File: config.mk
export PLATFORM = sky130hd
export DESIGN_NAME = mpiu_top
export DESIGN_NICKNAME = d
export VERILOG_FILES = /design/src/rtl/mpiu_pkg.sv /design/src/rtl/mpiu_top.sv
export SDC_FILE = /design/constraint.sdc
export NUM_CORES = 1
export LEC_CHECK = 0
export BUFFER_PORTS_ARGS = -buffer_cell sky130_fd_sc_hd__buf_2
export CAP_MARGIN = 20
export CORE_ASPECT_RATIO = 1.5
export CORE_MARGIN = 3
export CORE_UTILIZATION = 25
export CTS_CLUSTER_SIZE = 30
export DETAILED_ROUTE_END_ITERATION = 7
export PLACE_DENSITY = 0.54
export REMOVE_ABC_BUFFERS = 1
export SYNTH_ARGS = -nofsm -noshare
export SYNTH_HDL_FRONTEND = slang
export SYNTH_SLANG_ARGS = --single-unit
File: constraint.sdc
create_clock -name pclk -period 2.3 [get_ports pclk]
set_input_delay 0.46 -clock pclk [delete_from_list [all_inputs] [get_ports pclk]]
set_output_delay 0.46 -clock pclk [all_outputs]
set_load 0.05 [all_outputs]
File: src/rtl/mpiu_pkg.sv
// constants of the microcontroller priority interrupt unit
// Contract
// - four maskable sources plus one non-maskable source with top priority
// - vectors: s0 FFC, s1 FF6, s2 FF4, s3 FF2, s4 FF0
// - non-maskable preempts a maskable routine but not its own; maskable never preempts maskable
// - pending maskable requests served in fixed order, source 1 highest
// - global enable clear blocks maskable sources and all wake-ups
// - non-maskable request latched, latch cleared when its routine starts
// - source 1 level sensitive when select bit set, else falling edge
// - source 2 edge only; polarity bit set rising, clear falling
// - sources 3, 4 and level mode store nothing; sampled after instruction
// - edge latch holds one request until its routine starts
// - requests tested after each instruction; service replaces next one
// - entry swaps flags, pushes pc, inhibits maskable, clears latch, vectors
// - separate flag sets for normal, interrupt and non-maskable modes
// - return restores previous flag set and pops the saved pc
// - option register write-only at C8, full byte, resets to zero
// - option bits 7 and 3 to 0 have no function
// - each ORed event keeps its own flag for software polling
// - source 3 from timer-1 overflow and reload timer overflow, compare
// - source 4 from serial received, serial sent and converter done
// - source 1 from serial peripheral; source 2 from enabled port pins
// - wait or stop refused while an enabled request is pending
package mpiu_pkg;
  localparam logic [7:0] ADDR_OPTION = 8'hC8;
  localparam logic [7:0] ADDR_STATUS = 8'hCC;
  localparam logic [7:0] ADDR_EVENTS = 8'hD0;
  localparam logic [7:0] OPTION_RESET = 8'h00;
  localparam int BIT_SRC1_LEVEL = 6;
  localparam int BIT_SRC2_POL = 5;
  localparam int BIT_GLOBAL_EN = 4;
  localparam int NUM_EVENTS = 7;
  localparam int EV_SPI = 0;
  localparam int EV_T1_OVF = 1;
  localparam int EV_RL_OVF = 2;
  localparam int EV_RL_CMP = 3;
  localparam int EV_RX = 4;
  localparam int EV_TX = 5;
  localparam int EV_EOC = 6;
  localparam logic [11:0] VEC_SRC0 = 12'hFFC;
  localparam logic [11:0] VEC_SRC1 = 12'hFF6;
  localparam logic [11:0] VEC_SRC2 = 12'hFF4;
  localparam logic [11:0] VEC_SRC3 = 12'hFF2;
  localparam logic [11:0] VEC_SRC4 = 12'hFF0;
  typedef enum logic [1:0] {
    MPIU_FLAGS_NORMAL = 2'b00,
    MPIU_FLAGS_INT = 2'b01,
    MPIU_FLAGS_NMI = 2'b10
  } mpiu_flags_e;
endpackage : mpiu_pkg

File: src/rtl/mpiu_top.sv
// interrupt unit: apb option register, source latches, dispatch, flag sets
//
// The implementer's own choice: the APB interface to the registers.
`timescale 1ns/1ns
module mpiu_top #(
  parameter int PINS = 12
) (
  input wire logic pclk,
  input wire logic presetn,
  input wire logic psel,
  input wire logic penable,
  input wire logic pwrite,
  input wire logic [7:0] paddr,
  input wire logic [31:0] pwdata,
  output logic [31:0] prdata,
  output logic pready,
  output logic pslverr,
  input wire logic nmi_pin_n,
  input wire logic [PINS-1:0] port_pin_n,
  input wire logic [PINS-1:0] port_pin_irq_en,
  input wire logic spi_eot_evt,
  input wire logic spi_irq_enable,
  input wire logic timer1_overflow_evt,
  input wire logic timer1_irq_enable,
  input wire logic reload_overflow_evt,
  input wire logic reload_overflow_irq_enable,
  input wire logic reload_compare_evt,
  input wire logic reload_compare_irq_enable,
  input wire logic serial_rx_evt,
  input wire logic serial_rx_irq_enable,
  input wire logic serial_tx_evt,
  input wire logic serial_tx_irq_enable,
  input wire logic converter_eoc_evt,
  input wire logic converter_irq_enable,
  input wire logic instr_done,
  input wire logic return_from_interrupt,
  input wire logic sleep_req,
  output logic irq_take,
  output logic [11:0] irq_vector,
  output logic pc_push,
  output logic pc_pop,
  output logic [1:0] flag_set_sel,
  output logic sleeping,
  output logic wake,
  output logic sleep_refused
);

  // pin synchronisers; first stage feeds only the second
  logic nmi_m_ff, nmi_s_ff, nmi_prev_ff;
  logic [PINS-1:0] pin_m_ff, pin_s_ff;

  always_ff @(posedge pclk or negedge presetn)
  begin
    if (!presetn)
    begin
      nmi_m_ff <= 1'b1;
      nmi_s_ff <= 1'b1;
      nmi_prev_ff <= 1'b1;
      pin_m_ff <= '1;
      pin_s_ff <= '1;
    end
    else
    begin
      nmi_m_ff <= nmi_pin_n;
      nmi_s_ff <= nmi_m_ff;
      nmi_prev_ff <= nmi_s_ff;
      pin_m_ff <= port_pin_n;
      pin_s_ff <= pin_m_ff;
    end
  end

  // apb slave and register state
  localparam int NUM_EV = mpiu_pkg::NUM_EVENTS;
  logic [7:0] option_ff, nxt_option;
  logic [NUM_EV-1:0] events_ff, nxt_events;
  logic [31:0] prdata_ff, nxt_prdata;
  logic pready_ff, nxt_pready;
  logic pslverr_ff, nxt_pslverr;

  // interrupt state
  logic lat1_ff, nxt_lat1;
  logic lat2_ff, nxt_lat2;
  logic line1_prev_ff, nxt_line1_prev;
  logic line2_prev_ff, nxt_line2_prev;
  logic nmi_lat_ff, nxt_nmi_lat;
  logic in_int_ff, nxt_in_int;
  logic in_nmi_ff, nxt_in_nmi;
  logic nmi_over_int_ff, nxt_nmi_over_int;
  logic take_ff, nxt_take;
  logic [11:0] vector_ff, nxt_vector;
  logic push_ff, nxt_push;
  logic pop_ff, nxt_pop;
  mpiu_pkg::mpiu_flags_e flags_ff, nxt_flags;
  logic sleeping_ff, nxt_sleeping;
  logic wake_ff, nxt_wake;
  logic refused_ff, nxt_refused;

  logic gen, source1_level_select, source2_edge_polarity;
  logic line1_n, line2_n;
  logic req1, req2, req3, req4;
  logic [NUM_EV-1:0] ev_in, ev_en;
  logic any_mreq, pend_enabled, bus_access;
  logic [7:0] status_word;
  logic edge1, edge2, nmi_edge;

  assign gen = option_ff[mpiu_pkg::BIT_GLOBAL_EN];
  assign source1_level_select = option_ff[mpiu_pkg::BIT_SRC1_LEVEL];
  assign source2_edge_polarity = option_ff[mpiu_pkg::BIT_SRC2_POL];
  assign edge1 = !source1_level_select && line1_prev_ff && !line1_n;
  assign edge2 = source2_edge_polarity ? (!line2_prev_ff && line2_n)
    : (line2_prev_ff && !line2_n);
  assign nmi_edge = nmi_prev_ff && !nmi_s_ff;

  assign ev_in = {converter_eoc_evt, serial_tx_evt, serial_rx_evt,
    reload_compare_evt, reload_overflow_evt, timer1_overflow_evt,
    spi_eot_evt};
  assign ev_en = {converter_irq_enable, serial_tx_irq_enable,
    serial_rx_irq_enable, reload_compare_irq_enable,
    reload_overflow_irq_enable, timer1_irq_enable, spi_irq_enable};

  // source lines are active low, as at the core boundary
  assign line1_n = ~(events_ff[mpiu_pkg::EV_SPI] & ev_en[mpiu_pkg::EV_SPI]);
  assign line2_n = ~|(~pin_s_ff & port_pin_irq_en);
  assign req1 = source1_level_select ? ~line1_n : lat1_ff;
  assign req2 = lat2_ff;
  assign req3 = |(events_ff[mpiu_pkg::EV_RL_CMP:mpiu_pkg::EV_T1_OVF]
    & ev_en[mpiu_pkg::EV_RL_CMP:mpiu_pkg::EV_T1_OVF]);
  assign req4 = |(events_ff[mpiu_pkg::EV_EOC:mpiu_pkg::EV_RX]
    & ev_en[mpiu_pkg::EV_EOC:mpiu_pkg::EV_RX]);
  assign any_mreq = req1 | req2 | req3 | req4;
  assign pend_enabled = nmi_lat_ff | (gen & any_mreq);
  assign bus_access = psel & penable & pready_ff;
  assign status_word = {1'b0, nmi_over_int_ff, in_nmi_ff, in_int_ff,
    req4, req3, req2, req1};

  always_comb
  begin
    nxt_option = option_ff;
    nxt_events = events_ff | ev_in;
    nxt_prdata = prdata_ff;
    nxt_pready = 1'b0;
    nxt_pslverr = 1'b0;
    if (psel && penable && !pready_ff)
    begin
      nxt_pready = 1'b1;
      nxt_prdata = 32'h0000_0000;
      unique case (paddr)
        mpiu_pkg::ADDR_OPTION: nxt_prdata = 32'h0000_0000;
        mpiu_pkg::ADDR_STATUS: nxt_prdata = {24'h00_0000, status_word};
        mpiu_pkg::ADDR_EVENTS:
          nxt_prdata = {{(32-NUM_EV){1'b0}}, events_ff};
        default: nxt_pslverr = 1'b1;
      endcase
      if (pwrite && paddr == mpiu_pkg::ADDR_STATUS)
        nxt_pslverr = 1'b1;
    end
    if (bus_access && pwrite)
    begin
      // whole byte only; unused bits stored as zero
      if (paddr == mpiu_pkg::ADDR_OPTION)
        nxt_option = pwdata[7:0] & 8'h70;
      // clear by writing one; a new event in the same cycle wins
      if (paddr == mpiu_pkg::ADDR_EVENTS)
        nxt_events = (events_ff & ~pwdata[NUM_EV-1:0]) | ev_in;
    end
  end

  always_ff @(posedge pclk or negedge presetn)
  begin
    if (!presetn)
    begin
      option_ff <= mpiu_pkg::OPTION_RESET;
      events_ff <= '0;
      prdata_ff <= 32'h0000_0000;
      pready_ff <= 1'b0;
      pslverr_ff <= 1'b0;
    end
    else
    begin
      option_ff <= nxt_option;
      events_ff <= nxt_events;
      prdata_ff <= nxt_prdata;
      pready_ff <= nxt_pready;
      pslverr_ff <= nxt_pslverr;
    end
  end

  // dispatch, latches, mode tracking and sleep control
  always_comb
  begin
    nxt_line1_prev = line1_n;
    nxt_line2_prev = line2_n;
    nxt_lat1 = lat1_ff;
    nxt_lat2 = lat2_ff;
    nxt_nmi_lat = nmi_lat_ff;
    nxt_in_int = in_int_ff;
    nxt_in_nmi = in_nmi_ff;
    nxt_nmi_over_int = nmi_over_int_ff;
    nxt_take = 1'b0;
    nxt_vector = vector_ff;
    nxt_push = 1'b0;
    nxt_pop = 1'b0;
    nxt_flags = flags_ff;
    nxt_sleeping = sleeping_ff;
    nxt_wake = 1'b0;
    nxt_refused = 1'b0;
    // a second edge before service finds the latch already set
    if (!source1_level_select && line1_prev_ff && !line1_n)
      nxt_lat1 = 1'b1;
    if (source1_level_select)
      nxt_lat1 = 1'b0;
    if (source2_edge_polarity ? (!line2_prev_ff && line2_n) : (line2_prev_ff && !line2_n))
      nxt_lat2 = 1'b1;
    if (nmi_prev_ff && !nmi_s_ff)
      nxt_nmi_lat = 1'b1;
    if (sleeping_ff)
    begin
      // nmi too is held asleep while global enable is clear
      if (gen && (nmi_lat_ff || any_mreq))
      begin
        nxt_sleeping = 1'b0;
        nxt_wake = 1'b1;
      end
    end
    else if (instr_done)
    begin
      if (nmi_lat_ff && !in_nmi_ff)
      begin
        nxt_take = 1'b1;
        nxt_vector = mpiu_pkg::VEC_SRC0;
        // a fresh edge in the take cycle wins over the clear
        nxt_nmi_lat = nmi_edge;
        nxt_in_nmi = 1'b1;
        nxt_nmi_over_int = in_int_ff;
        nxt_flags = mpiu_pkg::MPIU_FLAGS_NMI;
        nxt_push = 1'b1;
      end
      else if (gen && any_mreq && !in_int_ff && !in_nmi_ff)
      begin
        nxt_take = 1'b1;
        nxt_in_int = 1'b1;
        nxt_flags = mpiu_pkg::MPIU_FLAGS_INT;
        nxt_push = 1'b1;
        if (req1)
        begin
          nxt_vector = mpiu_pkg::VEC_SRC1;
          nxt_lat1 = edge1;
        end
        else if (req2)
        begin
          nxt_vector = mpiu_pkg::VEC_SRC2;
          nxt_lat2 = edge2;
        end
        else if (req3)
          nxt_vector = mpiu_pkg::VEC_SRC3;
        else
          nxt_vector = mpiu_pkg::VEC_SRC4;
      end
    end
    else if (return_from_interrupt && (in_int_ff || in_nmi_ff))
    begin
      nxt_pop = 1'b1;
      if (in_nmi_ff)
      begin
        nxt_in_nmi = 1'b0;
        nxt_nmi_over_int = 1'b0;
        nxt_flags = nmi_over_int_ff ? mpiu_pkg::MPIU_FLAGS_INT
          : mpiu_pkg::MPIU_FLAGS_NORMAL;
      end
      else
      begin
        nxt_in_int = 1'b0;
        nxt_flags = mpiu_pkg::MPIU_FLAGS_NORMAL;
      end
    end
    else if (sleep_req)
    begin
      if (pend_enabled)
        nxt_refused = 1'b1;
      else
        nxt_sleeping = 1'b1;
    end
  end

  always_ff @(posedge pclk or negedge presetn)
  begin
    if (!presetn)
    begin
      line1_prev_ff <= 1'b1;
      line2_prev_ff <= 1'b1;
      lat1_ff <= 1'b0;
      lat2_ff <= 1'b0;
      nmi_lat_ff <= 1'b0;
      in_int_ff <= 1'b0;
      in_nmi_ff <= 1'b0;
      nmi_over_int_ff <= 1'b0;
      take_ff <= 1'b0;
      vector_ff <= 12'h000;
      push_ff <= 1'b0;
      pop_ff <= 1'b0;
      flags_ff <= mpiu_pkg::MPIU_FLAGS_NORMAL;
      sleeping_ff <= 1'b0;
      wake_ff <= 1'b0;
      refused_ff <= 1'b0;
    end
    else
    begin
      line1_prev_ff <= nxt_line1_prev;
      line2_prev_ff <= nxt_line2_prev;
      lat1_ff <= nxt_lat1;
      lat2_ff <= nxt_lat2;
      nmi_lat_ff <= nxt_nmi_lat;
      in_int_ff <= nxt_in_int;
      in_nmi_ff <= nxt_in_nmi;
      nmi_over_int_ff <= nxt_nmi_over_int;
      take_ff <= nxt_take;
      vector_ff <= nxt_vector;
      push_ff <= nxt_push;
      pop_ff <= nxt_pop;
      flags_ff <= nxt_flags;
      sleeping_ff <= nxt_sleeping;
      wake_ff <= nxt_wake;
      refused_ff <= nxt_refused;
    end
  end

  assign prdata = prdata_ff;
  assign pready = pready_ff;
  assign pslverr = pslverr_ff;
  assign irq_take = take_ff;
  assign irq_vector = vector_ff;
  assign pc_push = push_ff;
  assign pc_pop = pop_ff;
  assign flag_set_sel = flags_ff;
  assign sleeping = sleeping_ff;
  assign wake = wake_ff;
  assign sleep_refused = refused_ff;

  property p_nmi_first;
    @(posedge pclk) disable iff (!presetn)
    instr_done && !sleeping_ff && nmi_lat_ff && !in_nmi_ff
    |=> take_ff && vector_ff == mpiu_pkg::VEC_SRC0
      && nmi_lat_ff == $past(nmi_edge)
      && flags_ff == mpiu_pkg::MPIU_FLAGS_NMI;
  endproperty
  a_nmi_first: assert property (p_nmi_first)
    else $error("nmi not dispatched first");

  property p_no_mask_nest;
    @(posedge pclk) disable iff (!presetn)
    (in_int_ff || in_nmi_ff) && instr_done
    |=> !(take_ff && vector_ff != mpiu_pkg::VEC_SRC0);
  endproperty
  a_no_mask_nest: assert property (p_no_mask_nest)
    else $error("maskable request nested");

  property p_src1_wins;
    @(posedge pclk) disable iff (!presetn)
    instr_done && !sleeping_ff && gen && req1 && !nmi_lat_ff
      && !in_int_ff && !in_nmi_ff
    |=> take_ff && vector_ff == mpiu_pkg::VEC_SRC1
      && flags_ff == mpiu_pkg::MPIU_FLAGS_INT;
  endproperty
  a_src1_wins: assert property (p_src1_wins)
    else $error("source 1 not served first");

  property p_src4_last;
    @(posedge pclk) disable iff (!presetn)
    take_ff && vector_ff == mpiu_pkg::VEC_SRC4
    |-> $past(!req1 && !req2 && !req3 && req4 && gen);
  endproperty
  a_src4_last: assert property (p_src4_last)
    else $error("source 4 served over higher one");

  property p_gen_blocks;
    @(posedge pclk) disable iff (!presetn)
    !gen ##1 take_ff |-> vector_ff == mpiu_pkg::VEC_SRC0;
  endproperty
  a_gen_blocks: assert property (p_gen_blocks)
    else $error("maskable taken with enable clear");

  property p_no_wake_gen_low;
    @(posedge pclk) disable iff (!presetn)
    sleeping_ff && !gen |=> !wake_ff && sleeping_ff;
  endproperty
  a_no_wake_gen_low: assert property (p_no_wake_gen_low)
    else $error("wake while enable clear");

  property p_entry_push;
    @(posedge pclk) disable iff (!presetn)
    take_ff |-> push_ff && (in_int_ff || in_nmi_ff) && !pop_ff;
  endproperty
  a_entry_push: assert property (p_entry_push)
    else $error("entry without pc push");

  property p_return_from_interrupt_nested;
    @(posedge pclk) disable iff (!presetn)
    return_from_interrupt && !instr_done && !sleeping_ff && in_nmi_ff
      && nmi_over_int_ff
    |=> pc_pop && flags_ff == mpiu_pkg::MPIU_FLAGS_INT && in_int_ff;
  endproperty
  a_return_from_interrupt_nested: assert property (p_return_from_interrupt_nested)
    else $error("return lost interrupt flag set");

  property p_refuse_sleep;
    @(posedge pclk) disable iff (!presetn)
    sleep_req && !instr_done && !return_from_interrupt && !sleeping_ff
      && pend_enabled
    |=> refused_ff && !sleeping_ff;
  endproperty
  a_refuse_sleep: assert property (p_refuse_sleep)
    else $error("sleep entered with request pending");

  property p_option_write;
    @(posedge pclk) disable iff (!presetn)
    bus_access && pwrite && paddr == mpiu_pkg::ADDR_OPTION
    |=> option_ff == ($past(pwdata[7:0]) & 8'h70);
  endproperty
  a_option_write: assert property (p_option_write)
    else $error("option write not stored");

  property p_edge_latch_hold;
    @(posedge pclk) disable iff (!presetn)
    lat2_ff && !(take_ff && vector_ff == mpiu_pkg::VEC_SRC2)
    |=> lat2_ff || (take_ff && vector_ff == mpiu_pkg::VEC_SRC2);
  endproperty
  a_edge_latch_hold: assert property (p_edge_latch_hold)
    else $error("edge latch lost before service");

endmodule : mpiu_top

# Yosys cells after proc, flatten, opt, wreduce, memory -nomap -nowiden
# Cells that the tools add are included.
op_classes:
  bitwise: 18
  muxes: 70
  n_eq_ne: 8
  n_reduce_logical: 37
ops:
  columns: ["operator", "n"]
  rows:
  - ["two-way mux 1 bit", 58]
  - ["equality test 8 bit (second input constant)", 3]
  - ["two-way mux 12 bit", 2]
  - ["logical AND 1 bit", 15]
  - ["two-way mux 7 bit", 2]
  - ["bitwise OR 7 bit", 2]
  - ["case mux 7 bit (2 select lines)", 1]
  - ["bitwise AND 12 bit", 1]
  - ["NOT 12 bit", 1]
  - ["OR reduction 12 bit", 1]
  - ["two-way mux 2 bit", 5]
  - ["AND reduction 3 bit", 3]
  - ["OR reduction 3 bit", 3]
  - ["bitwise AND 7 bit", 1]
  - ["logical NOT 1 bit", 7]
  - ["NOT 7 bit", 1]
  - ["bitwise AND 3 bit", 2]
  - ["two-way mux 3 bit", 2]
  - ["nonzero test 2 bit", 3]
  - ["AND reduction 5 bit", 1]
  - ["bitwise AND 1 bit", 4]
  - ["inequality test 2 x 1 -> 1 bit (second input constant)", 2]
  - ["inequality test 2 bit (second input constant)", 2]
  - ["bitwise OR 1 bit", 4]
  - ["5 further kinds", 7]
word_totals:
  wordCells: 158
  reg_bits: 98
  output_inout_bits: 54
  in_bits: 87

# Logic depth before layout (Yosys ltp)
depth:
  depth_word: 13
  depth_mapped: 5
  ltp_nobuf: 4

# Worst setup path before layout
# OpenSTA, ideal clock, no wires.
synth_path:
  kind: "input to register"
  start: "input paddr[1]"
  end: "register option_ff[4]"
  setup_time_ns: 0.125
  setup_slack_ns: 0.517
  arrival_ns: 1.658
  path_stages: 3
  path_cell_list: "or3_1 nor4_2 mux2_2"
synth_between:
  elab_chain_len: 2
synth_rtl:
  columns: ["element", "line_no", "text"]
  rows:
  - ["start: declaration", "mpiu_top.sv:13", "input wire logic [7:0] paddr,"]
  - ["equality test 8 bit", "mpiu_top.sv:160", "if (paddr == mpiu_pkg::ADDR_OPTION)"]
  - ["AND reduction 2 bit (no source line)", null, null]
  - ["end signal: assignment", "mpiu_top.sv:172", "option_ff <= mpiu_pkg::OPTION_RESET;"]
  - ["end signal: assignment", "mpiu_top.sv:180", "option_ff <= nxt_option;"]
  - ["end: declaration", "mpiu_top.sv:74", "logic [7:0] option_ff, nxt_option;"]
# Every way passes these cells.
# A chain may end at the register's enable or synchronous reset.

# Worst setup path after layout
layout_path:
  start: "register events_ff[4]"
  end: "register vector_ff[2], in the netlist irq_vector[2]"
layout_between:
  elab_chain_len: 8
layout_rtl:
  columns: ["element", "line_no", "text"]
  rows:
  - ["start: declaration", "mpiu_top.sv:75", "logic [NUM_EV-1:0] events_ff, nxt_events;"]
  - ["start signal: assignment", "mpiu_top.sv:181", "events_ff <= nxt_events;"]
  - ["bitwise AND 3 bit", "mpiu_top.sv:129", "& ev_en[mpiu_pkg::EV_EOC:mpiu_pkg::EV_RX]);"]
  - ["OR reduction 3 bit", "mpiu_top.sv:128", "assign req4 = |(events_ff[mpiu_pkg::EV_EOC:mpiu_pkg::EV_RX]"]
  - ["bitwise OR 1 bit", "mpiu_top.sv:130", "assign any_mreq = req1 | req2 | req3 | req4;"]
  - ["logical AND 1 bit (3 in a row)", "mpiu_top.sv:238", "else if (gen && any_mreq && !in_int_ff && !in_nmi_ff)"]
  - ["nonzero test 2 bit (no source line)", null, null]
  - ["AND reduction 3 bit (no source line)", null, null]
  - ["end signal: assignment", "mpiu_top.sv:317", "vector_ff <= nxt_vector;"]
  - ["end: declaration", "mpiu_top.sv:90", "logic [11:0] vector_ff, nxt_vector;"]
# Every way passes these cells.

==> out/results.tsv <==
metric	value	unit
Tmin final	1760	ps
Clock Tree Buf Depth	2	
post-DR wirelength/cell	13.0	um
via count	1985	
Worst path slowest cell	a222oi_1	
Maximum Capacitance Violations	0	
clock sinks	65	
post-synthesis sequential area ratio	0.591	
Routed WL	6.20	mm
PwrDens	987	mW/mm^2
CP max stage delay	450	ps
worst path required time	2550	ps
worst path bufs/invs	0	
layout cells sized above 1	0.450	
Worst Tran Pin Value	557	ps
number of antenna violations at the first check in global routing	0	
most common cell after layout, fill and taps aside	buf_2	
f_max	568	MHz
EDFF count, synth	0	
DR pass1 iterations	4	
GPL Wtd Cong	0.814	
Worst Hold Class	in -> async	
H-tree depth	3	
CP cell instances	a222oi_1 > nand2_2 > o31ai_4 > mux2i_1	
Largest delay share family, worst path	compound AO/OA/AOI/OAI gates	
final hold vios	0	
initial DRC count	56	
Post-Synthesis Cells	237	
mapped cell area	0.00281	sq mm
clock skew	5.80	ps
Max FO, Critical Path	8	
critical path type	reg -> reg	
relative slew slack	0.627	
number of global-route vias before repair	2065	
Hold Buf Count CTS	0	
asr flop ratio synth	1.00	
Tot GR Track Use	0.106	
Post-route DRC	0	
Vias per Instance	4.16	
post-synth cell types	47	
ys flop type	dfrtp_1	
hold_ws	129	ps
P_leak	1.65	nW
final worst-path cycle share	0.766	
clock root buffer	clkbuf_16	
Fillers	1129	
Yosys warnings	0	
GRT overflow	0	
TNS Setup	0	ps
Synth Register Bits	65	
dpl hpwl	4.82	mm
Design Area, Final	0.00360	sq mm
peak supply drop	0.000396	V
Final Max Slew Viols	0	
Avg Cell Area, Syn	11.9	sq um
row cnt	46	
Die X	92.6	um
kind of start point of the critical path	flip-flop	
Port Buf Inserts	89	
endpoint class of the critical path	flip-flop	
placed inst area	0.00330	sq mm
n_diodes	0	
layout net count	415	
RSZ-0062 raised after global routing	false	
Area Growth Syn to Fin	28.0	%
CTS buffer count	9	
largest net degree at the start of global routing	66	
status	completed	
Die Height	136	um
post-cts repair resize count	0	
Worst-Skew Late Latency	330	ps
Total Die Area	0.0126	sq mm
Post-CTS Setup Bufs	0	
commonest non-fill, non-tap cells in the layout	buf_2, dfrtp_1, dfstp_2	
boundary pin count	141	
antenna viol nets, final	0	
endpoints failing setup	0	
Core Box Area	0.0108	sq mm
WP data arrival	2010	ps
CTS clk-pin slew, worst paths	50	ps
CTS tree	yes	
post-layout util	0.335	
Starting Density	0.261	
first-pass GRT wire length	10.2	mm
-- per-stage QoR --
step                      setup WS, ps  instances  power (mW)
after detailed placement           275        461        2.22
final                              539        477        3.56
after floorplan                   -838        225        1.97
after global routing               324        477        3.72
after CTS                          491        477        3.61
after global placement             288        461        2.21
-- cell usage after synthesis, types with 3 or more instances --
library cell | count | area (sq um)
mux2_2 | 3 | 33.8
nand3_1 | 3 | 15.0
dfrtp_1 | 36 | 901
nand3b_1 | 4 | 30.0
a22oi_1 | 8 | 60.1
o21ai_0 | 10 | 50.1
nor2b_1 | 4 | 25.0
clkbuf_1 | 3 | 11.3
inv_1 | 13 | 48.8
nand2_1 | 19 | 71.3
nand2b_1 | 13 | 81.3
a211oi_1 | 3 | 22.5
nor2_1 | 5 | 18.8
buf_4 | 34 | 255
dfstp_2 | 29 | 762
o2111ai_1 | 3 | 26.3
a21o_1 | 9 | 67.6
-- report_power, final --
part / internal (mW) / leakage [nW] / switching [mW]
logic: 0.198 / 0.767 / 0.635
registers: 1.26 / 0.731 / 0.0973
clock network: 0.894 / 0.150 / 0.469
total: 2.35 / 1.65 / 1.20
-- cell type report --
type / count / area [sq um] / area share
Clock buffer: 13 / 260 / 0.0722
Inverter: 13 / 48.8 / 0.0135
Sequential cell: 65 / 1660 / 0.462
Clock inverter: 3 / 40.0 / 0.0111
Multi-Input combinational cell: 147 / 930 / 0.258
Timing Repair Buffer: 92 / 480 / 0.133
Tap cell: 144 / 180 / 0.0500
-- path summary, 6_finish.rpt --
check / startpoint / to / slack [ps] / cells after the start
max reg2reg: events_ff[4]$_DFF_PN0_ / irq_vector[2]$_DFFE_PN0P_ / 540 / 4
min reg2reg: nmi_m_ff$_DFF_PN1_ / nmi_s_ff$_DFF_PN1_ / 350 / 0
min in group pclk: port_pin_n[1] / pin_m_ff[1]$_DFF_PN1_ / 230 / 1
max in group asynchronous: presetn / pin_s_ff[10]$_DFF_PN1_ / 1830 / 2
max: events_ff[4]$_DFF_PN0_ / irq_vector[2]$_DFFE_PN0P_ / 540 / 4
min: presetn / pready$_DFF_PN0_ / 130 / 2
-- per-layer routing --
layer | share of wire | vias up | global-route usage
met5 | 0 | - | 0
met4 | 0.026 | 0 | 0.0636
met3 | 0.083 | 10 | 0.0299
met2 | 0.53 | 85 | 0.185
met1 | 0.36 | 937 | 0.112
li1 | - | 953 | -
-- registers in the layout, summed over array words and instances (netlist names), 2 cells and up --
register	count
events_ff	7
flag_set_sel	2
irq_vector	4
pin_s_ff	12
option_ff	3
prdata	7
pin_m_ff	12
-- cell families after synthesis --
logic type	count (synthesis)	synth area share
compound gates	52	0.144
mux	5	0.0191
other cells	1	0.00133
flops	65	0.591
simple gates	64	0.133
buf+inv	50	0.112
No activity file was read; power rests on OpenSTA's default activity.
